<file path="config.mk">
export PLATFORM = sky130hd
export DESIGN_NAME = wuc_top
export DESIGN_NICKNAME = d
export VERILOG_FILES = /design/src/hw/wuc_pkg.sv /design/src/hw/wuc_top.sv
export VERILOG_INCLUDE_DIRS = /design/src /design/src/hw
export SDC_FILE = /design/constraint.sdc
export NUM_CORES = 1
export LEC_CHECK = 0
export BUFFER_PORTS_ARGS = -buffer_cell sky130_fd_sc_hd__buf_2
export CAP_MARGIN = 20
export CELL_PAD_IN_SITES_DETAIL_PLACEMENT = 0
export CELL_PAD_IN_SITES_GLOBAL_PLACEMENT = 1
export CORE_MARGIN = 2
export CORE_UTILIZATION = 41
export DETAILED_ROUTE_END_ITERATION = 8
export PLACE_DENSITY = 0.75
export SETUP_SLACK_MARGIN = 0.4
export SYNTH_ARGS = -nofsm -noshare
export SYNTH_HDL_FRONTEND = slang
export SYNTH_SLANG_ARGS = --single-unit
</file>
<file path="constraint.sdc">
create_clock -name aclk -period 2.6 [get_ports aclk]
set_input_delay 0.52 -clock aclk [delete_from_list [all_inputs] [get_ports aclk]]
set_output_delay 0.52 -clock aclk [all_outputs]
set_load 0.02 [all_outputs]
</file>
<file path="src/hw/wuc_cfg.svh">
// timing counts, register offsets, field positions and reset values
`ifndef WUC_CFG_SVH
`define WUC_CFG_SVH
`define WUC_CLK_MHZ 250
`define WUC_PULSE_MS 100
`define WUC_PULSE_CYC (`WUC_PULSE_MS * 1000 * `WUC_CLK_MHZ)
`define WUC_ERASE_S 8
`define WUC_ERASE_CYC (`WUC_ERASE_S * 1000000 * `WUC_CLK_MHZ)
`define WUC_PRESET_MAX 16'hEA60
`define WUC_OFF_CTRL 8'h00
`define WUC_OFF_CMD 8'h04
`define WUC_OFF_PRESET 8'h08
`define WUC_OFF_STATUS 8'h0C
`define WUC_OFF_COUNT 8'h10
`define WUC_OFF_IRQ 8'h14
`define WUC_OFF_MASK 8'h18
`define WUC_CTRL_REMOTE 0
`define WUC_CTRL_COUNT_ALL 1
`define WUC_CTRL_PULSED 2
`define WUC_CTRL_OFFLINE_PRESS 3
`define WUC_CTRL_OFFLINE 4
`define WUC_CTRL_RESET 32'h0000_0002
`define WUC_CMD_UP 0
`define WUC_CMD_DOWN 1
`define WUC_CMD_COPY 2
`define WUC_CMD_ERASE 3
`define WUC_CMD_ERASE_ALL 4
`define WUC_CMD_RESET_CNT 5
`define WUC_CMD_PRESET 6
`define WUC_CMD_YES 7
`define WUC_CMD_NO 8
`define WUC_IRQ_DONE 0
`define WUC_IRQ_PART 1
`define WUC_IRQ_REJECT 2
`endif

</file>
<file path="src/hw/wuc_pkg.sv">
// types of the weld utility control block
package wuc_pkg;
    typedef enum logic [2:0] {
        WUC_IDLE = 3'b000,
        WUC_COPY_SRC = 3'b001,
        WUC_COPY_DST = 3'b010,
        WUC_COPY_CONF = 3'b011,
        WUC_ERASE_CONF = 3'b100,
        WUC_ALL_CONF = 3'b101,
        WUC_ALL_BUSY = 3'b110,
        WUC_RESET_CONF = 3'b111
    } wuc_state_e;
    typedef struct packed {
        logic bad_part;
        logic good_part;
        logic ready;
        logic in_dwell;
    } wuc_status_s;
    typedef struct packed {
        logic cycle_done;
        logic suspect;
        logic bad;
    } wuc_weld_s;
endpackage : wuc_pkg

</file>
<file path="src/hw/wuc_top.sv">
// weld utility control: setups, part counter, status outputs, press gate
//
// The AXI4-Lite slave port and the address map are this design's own decisions.
`timescale 1ns/1ps
`include "wuc_cfg.svh"
module wuc_top #(
    parameter int unsigned PULSE_CYC = `WUC_PULSE_CYC,
    parameter int unsigned ERASE_CYC = `WUC_ERASE_CYC
) (
    input wire logic aclk,
    input wire logic aresetn,
    input wire logic [4:0] s_axi_awaddr,
    input wire logic s_axi_awvalid,
    output logic s_axi_awready,
    input wire logic [31:0] s_axi_wdata,
    input wire logic [3:0] s_axi_wstrb,
    input wire logic s_axi_wvalid,
    output logic s_axi_wready,
    output logic [1:0] s_axi_bresp,
    output logic s_axi_bvalid,
    input wire logic s_axi_bready,
    input wire logic [4:0] s_axi_araddr,
    input wire logic s_axi_arvalid,
    output logic s_axi_arready,
    output logic [31:0] s_axi_rdata,
    output logic [1:0] s_axi_rresp,
    output logic s_axi_rvalid,
    input wire logic s_axi_rready,
    input wire logic [2:0] remote_setup_bits,
    input wire logic palm_left,
    input wire logic palm_right,
    input wire logic auto_trigger,
    input wire logic [2:0] weld_in,
    input wire logic [3:0] status_in,
    output logic [3:0] iso_status,
    output logic press_cycle,
    output logic ultrasonic_enable,
    output logic weld_terminate,
    output logic [2:0] setup_identifier,
    output logic setup_copy,
    output logic setup_erase,
    output logic setup_erase_all,
    output logic [2:0] copy_source,
    output logic irq
);
////////////////////////////////////////////////////////////////////////////
    // write address is five bits so every register up to mask is reachable
    logic [4:0] awaddr;
    assign awaddr = s_axi_awaddr;

    // two-flop synchronisers for every pin input
    logic [16:0] sync1, sync2;
    always_ff @(posedge aclk) begin
        if (!aresetn) begin
            sync1 <= 17'h0_0000;
            sync2 <= 17'h0_0000;
        end else begin
            sync1 <= {remote_setup_bits, palm_left, palm_right, auto_trigger,
                      weld_in, status_in, 4'h0};
            sync2 <= sync1;
        end
    end
    logic [2:0] remote_s;
    logic palms_s, trig_s;
    wuc_pkg::wuc_weld_s weld_s;
    wuc_pkg::wuc_status_s stat_s;
    assign remote_s = sync2[16:14];
    assign palms_s = sync2[13] & sync2[12];
    assign trig_s = sync2[11];
    assign weld_s = sync2[10:8];
    assign stat_s = sync2[7:4];

////////////////////////////////////////////////////////////////////////////
    // bus handshake and registers
    logic aw_hold, w_hold, ar_hold;
    logic [4:0] aw_q;
    logic [31:0] w_q;
    logic [31:0] ctrl, preset, mask;
    logic [2:0] irq_st;
    logic [31:0] cmd_pulse;
    logic do_write;
    assign do_write = aw_hold & w_hold & ~s_axi_bvalid;

    function automatic logic hit(input logic [4:0] a, input logic [7:0] off);
        hit = ({3'b000, a} == off);
    endfunction : hit

    logic [31:0] next_ctrl, next_preset, next_mask, next_rdata;
    logic [2:0] clr_irq;
    always_comb begin
        next_ctrl = ctrl;
        next_preset = preset;
        next_mask = mask;
        cmd_pulse = 32'h0000_0000;
        clr_irq = 3'b000;
        if (do_write) begin
            if (hit(aw_q, `WUC_OFF_CTRL)) next_ctrl = w_q;
            if (hit(aw_q, `WUC_OFF_CMD)) cmd_pulse = w_q;
            if (hit(aw_q, `WUC_OFF_PRESET)) next_preset = w_q;
            if (hit(aw_q, `WUC_OFF_IRQ)) clr_irq = w_q[2:0];
            if (hit(aw_q, `WUC_OFF_MASK)) next_mask = w_q;
        end
    end

    // read multiplexer
    wuc_pkg::wuc_state_e state;
    logic [15:0] count;
    always_comb begin
        next_rdata = 32'h0000_0000;
        if (hit(s_axi_araddr, `WUC_OFF_CTRL)) next_rdata = {27'h0, ctrl[4:0]};
        else if (hit(s_axi_araddr, `WUC_OFF_PRESET))
            next_rdata = {16'h0000, preset[15:0]};
        else if (hit(s_axi_araddr, `WUC_OFF_STATUS))
            next_rdata = {25'h0, state, copy_source, setup_identifier[0]};
        else if (hit(s_axi_araddr, `WUC_OFF_COUNT))
            next_rdata = {16'h0000, count};
        else if (hit(s_axi_araddr, `WUC_OFF_IRQ))
            next_rdata = {29'h0, irq_st};
        else if (hit(s_axi_araddr, `WUC_OFF_MASK))
            next_rdata = {29'h0, mask[2:0]};
    end

    always_ff @(posedge aclk) begin
        if (!aresetn) begin
            aw_hold <= 1'b0;
            w_hold <= 1'b0;
            aw_q <= 5'h00;
            w_q <= 32'h0000_0000;
            s_axi_bvalid <= 1'b0;
            s_axi_rvalid <= 1'b0;
            s_axi_rdata <= 32'h0000_0000;
            ctrl <= `WUC_CTRL_RESET;
            preset <= 32'h0000_0000;
            mask <= 32'h0000_0000;
        end else begin
            if (s_axi_awvalid & s_axi_awready) begin
                aw_hold <= 1'b1;
                aw_q <= awaddr;
            end
            if (s_axi_wvalid & s_axi_wready) begin
                w_hold <= 1'b1;
                w_q <= s_axi_wdata;
            end
            if (do_write) begin
                aw_hold <= 1'b0;
                w_hold <= 1'b0;
                s_axi_bvalid <= 1'b1;
            end else if (s_axi_bready) begin
                s_axi_bvalid <= 1'b0;
            end
            if (s_axi_arvalid & s_axi_arready) begin
                s_axi_rvalid <= 1'b1;
                s_axi_rdata <= next_rdata;
            end else if (s_axi_rready) begin
                s_axi_rvalid <= 1'b0;
            end
            ctrl <= next_ctrl;
            mask <= next_mask;
            if (next_preset <= {16'h0000, `WUC_PRESET_MAX})
                preset <= next_preset;
        end
    end
    assign s_axi_awready = ~aw_hold;
    assign s_axi_wready = ~w_hold;
    assign s_axi_arready = ~s_axi_rvalid;
    assign s_axi_bresp = 2'b00;
    assign s_axi_rresp = 2'b00;

////////////////////////////////////////////////////////////////////////////
    // setup storage sequencer
    logic [2:0] local_id, dst, next_local_id, next_dst, next_src;
    logic [31:0] erase_cnt, next_erase_cnt;
    wuc_pkg::wuc_state_e next_state;
    logic next_copy, next_erase, next_all, next_rst_cnt, done_ev;
    logic yes, no;
    assign yes = cmd_pulse[`WUC_CMD_YES];
    assign no = cmd_pulse[`WUC_CMD_NO];
    always_comb begin
        next_state = state;
        next_local_id = local_id;
        next_dst = dst;
        next_src = copy_source;
        next_erase_cnt = erase_cnt;
        next_copy = 1'b0;
        next_erase = 1'b0;
        next_all = 1'b0;
        next_rst_cnt = 1'b0;
        done_ev = 1'b0;
        case (state)
            wuc_pkg::WUC_IDLE: begin
                if (cmd_pulse[`WUC_CMD_UP])
                    next_local_id = local_id + 3'd1;
                else if (cmd_pulse[`WUC_CMD_DOWN])
                    next_local_id = local_id - 3'd1;
                if (cmd_pulse[`WUC_CMD_COPY])
                    next_state = wuc_pkg::WUC_COPY_SRC;
                else if (cmd_pulse[`WUC_CMD_ERASE])
                    next_state = wuc_pkg::WUC_ERASE_CONF;
                else if (cmd_pulse[`WUC_CMD_ERASE_ALL])
                    next_state = wuc_pkg::WUC_ALL_CONF;
                else if (cmd_pulse[`WUC_CMD_RESET_CNT])
                    next_state = wuc_pkg::WUC_RESET_CONF;
            end
            wuc_pkg::WUC_COPY_SRC: begin
                // up/down steps the source, yes accepts it
                if (cmd_pulse[`WUC_CMD_UP]) next_src = copy_source + 3'd1;
                if (cmd_pulse[`WUC_CMD_DOWN]) next_src = copy_source - 3'd1;
                if (yes) next_state = wuc_pkg::WUC_COPY_DST;
                if (no) next_state = wuc_pkg::WUC_IDLE;
            end
            wuc_pkg::WUC_COPY_DST: begin
                if (cmd_pulse[`WUC_CMD_UP]) next_dst = dst + 3'd1;
                if (cmd_pulse[`WUC_CMD_DOWN]) next_dst = dst - 3'd1;
                if (yes) next_state = wuc_pkg::WUC_COPY_CONF;
                if (no) next_state = wuc_pkg::WUC_IDLE;
            end
            wuc_pkg::WUC_COPY_CONF: begin
                if (yes) begin
                    next_copy = 1'b1;
                    done_ev = 1'b1;
                end
                if (yes | no) next_state = wuc_pkg::WUC_IDLE;
            end
            wuc_pkg::WUC_ERASE_CONF: begin
                if (yes) begin
                    next_erase = 1'b1;
                    done_ev = 1'b1;
                end
                if (yes | no) next_state = wuc_pkg::WUC_IDLE;
            end
            wuc_pkg::WUC_ALL_CONF: begin
                if (yes) begin
                    next_all = 1'b1;
                    next_erase_cnt = ERASE_CYC - 1;
                    next_state = wuc_pkg::WUC_ALL_BUSY;
                end else if (no) next_state = wuc_pkg::WUC_IDLE;
            end
            wuc_pkg::WUC_ALL_BUSY: begin
                next_all = 1'b1;
                next_erase_cnt = erase_cnt - 32'd1;
                if (erase_cnt == 32'd0) begin
                    next_all = 1'b0;
                    done_ev = 1'b1;
                    next_state = wuc_pkg::WUC_IDLE;
                end
            end
            wuc_pkg::WUC_RESET_CONF: begin
                if (yes) next_rst_cnt = 1'b1;
                if (yes | no) next_state = wuc_pkg::WUC_IDLE;
            end
            default: next_state = wuc_pkg::WUC_IDLE;
        endcase
    end

    // active setup: remote bits override local choice
    logic [2:0] next_id;
    assign next_id = ctrl[`WUC_CTRL_REMOTE] ? remote_s : next_local_id;
    always_ff @(posedge aclk) begin
        if (!aresetn) begin
            state <= wuc_pkg::WUC_IDLE;
            local_id <= 3'd0;
            dst <= 3'd0;
            copy_source <= 3'd0;
            erase_cnt <= 32'd0;
            setup_identifier <= 3'd0;
            setup_copy <= 1'b0;
            setup_erase <= 1'b0;
            setup_erase_all <= 1'b0;
        end else begin
            state <= next_state;
            local_id <= next_local_id;
            dst <= next_dst;
            copy_source <= next_src;
            erase_cnt <= next_erase_cnt;
            setup_identifier <= next_copy ? dst : next_id;
            setup_copy <= next_copy;
            setup_erase <= next_erase;
            setup_erase_all <= next_all;
        end
    end

////////////////////////////////////////////////////////////////////////////
    // part counter and weld qualification
    logic [15:0] next_count;
    logic qualify, part_ev, reject_ev;
    assign part_ev = weld_s.cycle_done;
    assign reject_ev = weld_s.suspect | weld_s.bad;
    assign qualify = part_ev &
                     (ctrl[`WUC_CTRL_COUNT_ALL] | ~reject_ev);
    always_comb begin
        next_count = count;
        if (next_rst_cnt) next_count = 16'h0000;
        else if (cmd_pulse[`WUC_CMD_PRESET]) next_count = preset[15:0];
        else if (qualify) next_count = count + 16'd1;
    end
    always_ff @(posedge aclk) begin
        if (!aresetn) count <= 16'h0000;
        else count <= next_count;
    end

////////////////////////////////////////////////////////////////////////////
    // isolated status outputs, one stretcher per line
    logic [3:0] prev_stat, next_iso;
    logic [31:0] pcnt [4];
    logic [31:0] next_pcnt [4];
    generate
        for (genvar i = 0; i < 4; i++) begin : g_out
            always_comb begin
                next_pcnt[i] = pcnt[i];
                if (!ctrl[`WUC_CTRL_PULSED]) begin
                    next_iso[i] = stat_s[i];
                    next_pcnt[i] = 32'd0;
                end else if (stat_s[i] & ~prev_stat[i]) begin
                    next_iso[i] = 1'b1;
                    next_pcnt[i] = PULSE_CYC - 1;
                end else if (pcnt[i] != 32'd0) begin
                    next_iso[i] = 1'b1;
                    next_pcnt[i] = pcnt[i] - 32'd1;
                end else begin
                    next_iso[i] = 1'b0;
                end
            end
            always_ff @(posedge aclk) begin
                if (!aresetn) pcnt[i] <= 32'd0;
                else pcnt[i] <= next_pcnt[i];
            end
        end
    endgenerate
    always_ff @(posedge aclk) begin
        if (!aresetn) begin
            prev_stat <= 4'h0;
            iso_status <= 4'h0;
        end else begin
            prev_stat <= stat_s;
            iso_status <= next_iso;
        end
    end

////////////////////////////////////////////////////////////////////////////
    // press gating and weld termination
    logic offline, opt, next_press, next_us;
    assign offline = ctrl[`WUC_CTRL_OFFLINE];
    assign opt = ctrl[`WUC_CTRL_OFFLINE_PRESS];
    always_comb begin
        if (!offline) begin
            next_press = palms_s | trig_s;
            next_us = palms_s | trig_s;
        end else begin
            next_press = opt & palms_s;
            next_us = 1'b0;
        end
    end

    // interrupt status: set wins over clear
    logic [2:0] ev, next_irq;
    assign ev = {reject_ev & part_ev, qualify, done_ev};
    assign next_irq = (irq_st & ~clr_irq) | ev;
    always_ff @(posedge aclk) begin
        if (!aresetn) begin
            press_cycle <= 1'b0;
            ultrasonic_enable <= 1'b0;
            weld_terminate <= 1'b0;
            irq_st <= 3'b000;
            irq <= 1'b0;
        end else begin
            press_cycle <= next_press;
            ultrasonic_enable <= next_us;
            weld_terminate <= weld_s.bad;
            irq_st <= next_irq;
            irq <= |(next_irq & mask[2:0]);
        end
    end
endmodule : wuc_top

</file>
==> results of run 1 <==
==> per-stage QoR <==
stage	cells	hold slack (ps)	total power, mW
floorplan	1800	409	5.66
global placement	2371	415	5.82
detailed placement	2371	420	5.82
CTS	2475	160	11.6
global route	2516	195	11.9
finish	2516	182	11.5
==> logic make-up after synthesis <==
logic type	Yosys count	synth area share
flops	332	0.431
simple gates	754	0.266
buf+inv	153	0.0431
other cells	1	0.000243
xor+xnor	79	0.0448
mux	44	0.0289
compound gates	407	0.176
fa+ha+maj	11	0.00989
==> where the power goes <==
group	total (mW)	leakage (nW)	internal, mW	switching, mW
clock network	5.77	0.678	3.63	2.15
registers	5.22	2.71	5.16	0.0656
logic	0.504	4.17	0.191	0.314
==> worst max-delay path: stages (launching register included) <==
cell     delay, ps
dfxtp_4        340
or4_4          570
or4_4          570
buf_6          160
buf_8          130
o31ai_4        280
buf_4          160
buf_6           90
a31oi_1         80
==> routing by layer <==
metal	up-vias	global-route usage	wire length, um
met1	6668	0.262	18900
met2	257	0.335	19200
met4	0	0.0579	794
met3	58	0.0305	1610
li1	6897	-	-
met5	-	0	0
==> cell usage in the layout, fill, tap and decap left out, drive strengths merged, types with 43 or more instances in the layout <==
cell type / netlist / layout
or3: 60 / 60
clkbuf: 85 / 56
nor3: 44 / 44
buf: 35 / 257
a21oi: 153 / 153
nor4: 62 / 62
nor2: 151 / 151
dfxtp: 332 / 332
or4: 69 / 69
o31ai: 43 / 43
nand2: 173 / 173
xnor2: 60 / 60
==> state kept, by name (all words and copies together) (netlist names), 3 cells and up <==
signal	count
iso_status	4
mask	3
sync1	13
aw_q	5
state	3
w_q	32
ctrl	5
count	16
erase_cnt	32
preset	32
dst	3
prev_stat	4
copy_source	3
local_id	3
s_axi_rdata	16
setup_identifier	3
irq_st	3
sync2	13
pcnt	128
==> area by class of cell <==
type / instances / area, sq um
Fill cell: 3414 / 17700
Timing Repair Buffer: 257 / 1880
Inverter: 33 / 125
Tap cell: 511 / 639
Clock inverter: 12 / 171
Clock buffer: 56 / 1210
Multi-Input combinational cell: 1315 / 8950
Sequential cell: 332 / 6710
==> repair_timing <==
action	in CTS	in global routing
cloned	1	1
buffers inserted	35	40
hold endpoints to repair	0	0
gates resized for setup	87	100
endpoints found under the setup margin	113	131
pin swaps	48	79
==> final timing paths <==
kind / startpoint / endpoint / slack (ps) / cells past startpoint
setup / recovery: pcnt[3][9] / pcnt[3][2] / 100 / 8
hold / removal: s_axi_rready / s_axi_rvalid / 180 / 2
setup reg to reg: pcnt[3][9] / pcnt[3][2] / 100 / 8
hold reg to reg: preset[27] / preset[27] / 430 / 2
==> impl_metrics.ini, run 1 <==
[sta]
worst_slack_ps = 96.1
rsz0062_at_grt = yes
slew_viol_final = 0
hold_viol = 0
setup_viol = 0
max_freq_mhz = 399
timing.final.crit_share = 0.963
skew_ps = 14.5
tightest_slew_ps = 669
slew_headroom = 0.554
tns_ps = 0
period_needed_ps = 2500

[floorplanning]
die_w_um = 198
ios = 124
num_rows = 71
dieArea_sq_mm = 0.0392
start_util = 0.413
core-area_sq_mm = 0.0374
die_y_um = 198

[setup_path]
worstPathArrival_ps = 2910
endpoint_kind = register
crit_fanout = 5
cp.required_ps = 3000
path_class = reg2reg
cp-start-kind = register

[detailed_routing]
final_antenna_net_count = 0
wl_um = 40500
drt_iter0_drc = 841
drcViolationCount = 0
routedWlPerCell_um = 16.1
via_count = 13880
firstDrtPassIters = 5
routed_via_density = 5.52

[synthesis]
synth-main-ff-cell = dfxtp_1
synth-async-reset-ratio = 0
synth_edf_count = 0
synth_top_cells_by_count = dfxtp_1 (332), nand2_1 (173), a21oi_1 (153), nor2_1 (151), clkbuf_1 (85)
yosys_warnings = 0
syn_inst = 1781
ys_types = 88
ys_ff_latch = 332
ys_seq_area_frac = 0.431
synth_most_common_cell = dfxtp_1
netlist.area_leader.share = 0.431
syn_area_sq_mm = 0.0154
avgSynthCellArea_sq_um = 8.66
synth_largest_area_cell = dfxtp_1
synth_area_leaders = dfxtp_1 (43%), a21oi_1 (5.0%), nand2_1 (4.2%), nor2_1 (3.7%), xnor2_1 (3.4%)

[clocking]
root_buffer = clkbuf_16
clock_latency_ps = 530
hold_buffers = 0
cts.sinks = 332
path_clk_slew_ps = 60
cts_buffer_depth = 3
cts_tree = done
cts_made_buffers = 39
htreeDepth = 2

[final_layout]
drive_above_1_share = 0.258
design_area_sq_mm = 0.0197
antenna_cells = 0
syn_to_final_growth_pct = 27.6
fin_util = 0.527
fin_nets = 2055

[power]
cellPowerDensity_mw_per_mm2 = 584
peakVddDrop_v = 0.000465
p_leak_nw = 7.56

[placement]
dp_hpwl_um = 26800
gp_congestion = 0.819
port_buffers = 99
post_dp_cell_area_sq_mm = 0.0169
pre_cts_ws_ps = 138

[status]
run_status = complete, no violations

[global_routing]
grt-ovfl-total = 0
first_global_vias = 12922
grt_pass1_wl_um = 64300
grt_use_total = 0.198
grt_start_max_net_pins = 86
antenna_found_initial = 0

[worst_hold_path]
hold_class = in2reg

[run]
cap_violations = 0
Note: power is estimated with default switching activity, not from simulation.
==> inputs of run 2 (changes only) <==
--- a/constraint.sdc
+++ b/constraint.sdc
@@ -3,2 +3,2 @@
 set_output_delay 0.52 -clock aclk [all_outputs]
-set_load 0.02 [all_outputs]
+set_load 0.01 [all_outputs]
==> impl_metrics.ini, run 2 (synthesized netlist as in run 1, its figures left out) <==
[global_routing]
grt_use_total = 0.202
first_global_vias = 13107
grt_pass1_wl_um = 65700
antenna_found_initial = 2
grt-ovfl-total = 0
grt_start_max_net_pins = 77

[sta]
period_needed_ps = 2400
tightest_slew_ps = 652
timing.final.crit_share = 0.922
slew_headroom = 0.565
rsz0062_at_grt = yes
tns_ps = 0
hold_viol = 0
max_freq_mhz = 417
worst_slack_ps = 204
slew_viol_final = 0
skew_ps = 20.6
setup_viol = 0

[setup_path]
crit_path_max_incr_delay_ps = 550
cp_top_family = simple AND/OR/NAND/NOR gates
path_class = reg2reg
cp-start-kind = register
crit_slowest_cell = or4_4
worstPathArrival_ps = 2820
crit_fanout = 7
path_buf_inv = 3
cp_cell_sequence = or4_4 -> or4_4 -> buf_6 -> o31ai_4 -> buf_6 -> buf_6 -> xor2_1 -> a21oi_1
cp_common_cell = buf_6
endpoint_kind = register
cp.required_ps = 3020

[status]
run_status = complete, no violations

[power]
switchingPower_mw = 2.47
peakVddDrop_v = 0.000452
p_leak_nw = 7.36
seqPwrFrac = 0.485
combPwrFrac = 0.045
p_int_mw = 8.29
p_clk_frac = 0.469
swShare = 0.230
power.total_mw = 10.8
cellPowerDensity_mw_per_mm2 = 557

[final_layout]
fin_nets = 2037
final_common_cell = dfxtp_1
fillers = 3460
antenna_cells = 0
final_cell_mix = dfxtp_1 (304), nand2_1 (171), nor2_1 (151)
syn_to_final_growth_pct = 25.3
drive_above_1_share = 0.239
largest_reg_flops = 128
top_register = pcnt

[clocking]
cts_tree = done
cts_made_buffers = 38
root_buffer = clkbuf_16
htreeDepth = 2
path_clk_slew_ps = 50
cts_buffer_depth = 3
cts.sinks = 332
clock_latency_ps = 550
hold_buffers = 0

[worst_hold_path]
hold_class = in2reg

[detailed_routing]
routedWlPerCell_um = 16.2
firstDrtPassIters = 5
routed_via_density = 5.49
drcViolationCount = 0
wl_um = 40400
via_count = 13694
drt_iter0_drc = 775
final_antenna_net_count = 0

[placement]
gp_congestion = 0.790
pre_cts_ws_ps = 149
port_buffers = 99
dp_hpwl_um = 27000

[floorplanning]
dieArea_sq_mm = 0.0392
die_w_um = 198
start_util = 0.413
core-area_sq_mm = 0.0374
die_y_um = 198
num_rows = 71
ios = 124

[run]
cap_violations = 0
[run 2: cell count changes in the layout (fill, tap and decap cells not counted), sizes merged]
cell / before / now
buf: 257 / 239
clkbuf: 56 / 57
bufinv: 4 / 0
[run 2: path summary, 6_finish.rpt]
path	start	depth (start not counted)	to	slack (ps)
hold reg to reg	sync1[16]	1	sync2[16]	420
setup reg to reg	pcnt[3][19]	8	pcnt[3][13]	200
hold / removal	s_axi_rready	2	s_axi_rvalid	170
setup / recovery	pcnt[3][19]	8	pcnt[3][13]	200
[run 2: what timing repair did]
action,in CTS,in global routing
setup endpoints to repair,119,135
gates cloned,1,3
pin swaps,43,66
buffers inserted,27,27
resized for setup,80,93
[run 2: metrics by stage]
step                      utilization  cells  instance area [sq um]  hold WS (ps)
after floorplan                     -   1800                  15700           409
after global placement          0.453   2373                  16900           416
after detailed placement        0.453   2373                  16900           420
after CTS                       0.499   2465                  18700           151
after global routing            0.517   2495                  19300           180
final                           0.517   2495                  19300           172
[run 2: metal layers]
layer | global-route usage | wire, um | up-vias
li1 | - | - | 6866
met1 | 0.266 | 18600 | 6540
met2 | 0.342 | 19300 | 216
met3 | 0.0332 | 1600 | 68
met4 | 0.0568 | 890 | 4
met5 | 0 | 21 | -
[run 2: cell type report]
type                       instances  area (sq um)  area share
timing repair buffer             240          1780      0.0920
tap                              511           639      0.0331
clock inverter                     8          70.1     0.00363
multi-input combinational       1315          8930       0.462
sequential                       332          6690       0.346
inverter                          33           125     0.00647
clock buffer                      56          1100      0.0569
[run 2: power by group through the flow]
stage               clock, mW  sequential [mW]  combinational (mW)
detailed placement          0             5.34               0.464
CTS                      5.19             5.23               0.477
floorplan                   0             5.32               0.320
global route             5.39             5.23               0.543
finish                   5.05             5.23               0.489
global placement            0             5.33               0.461
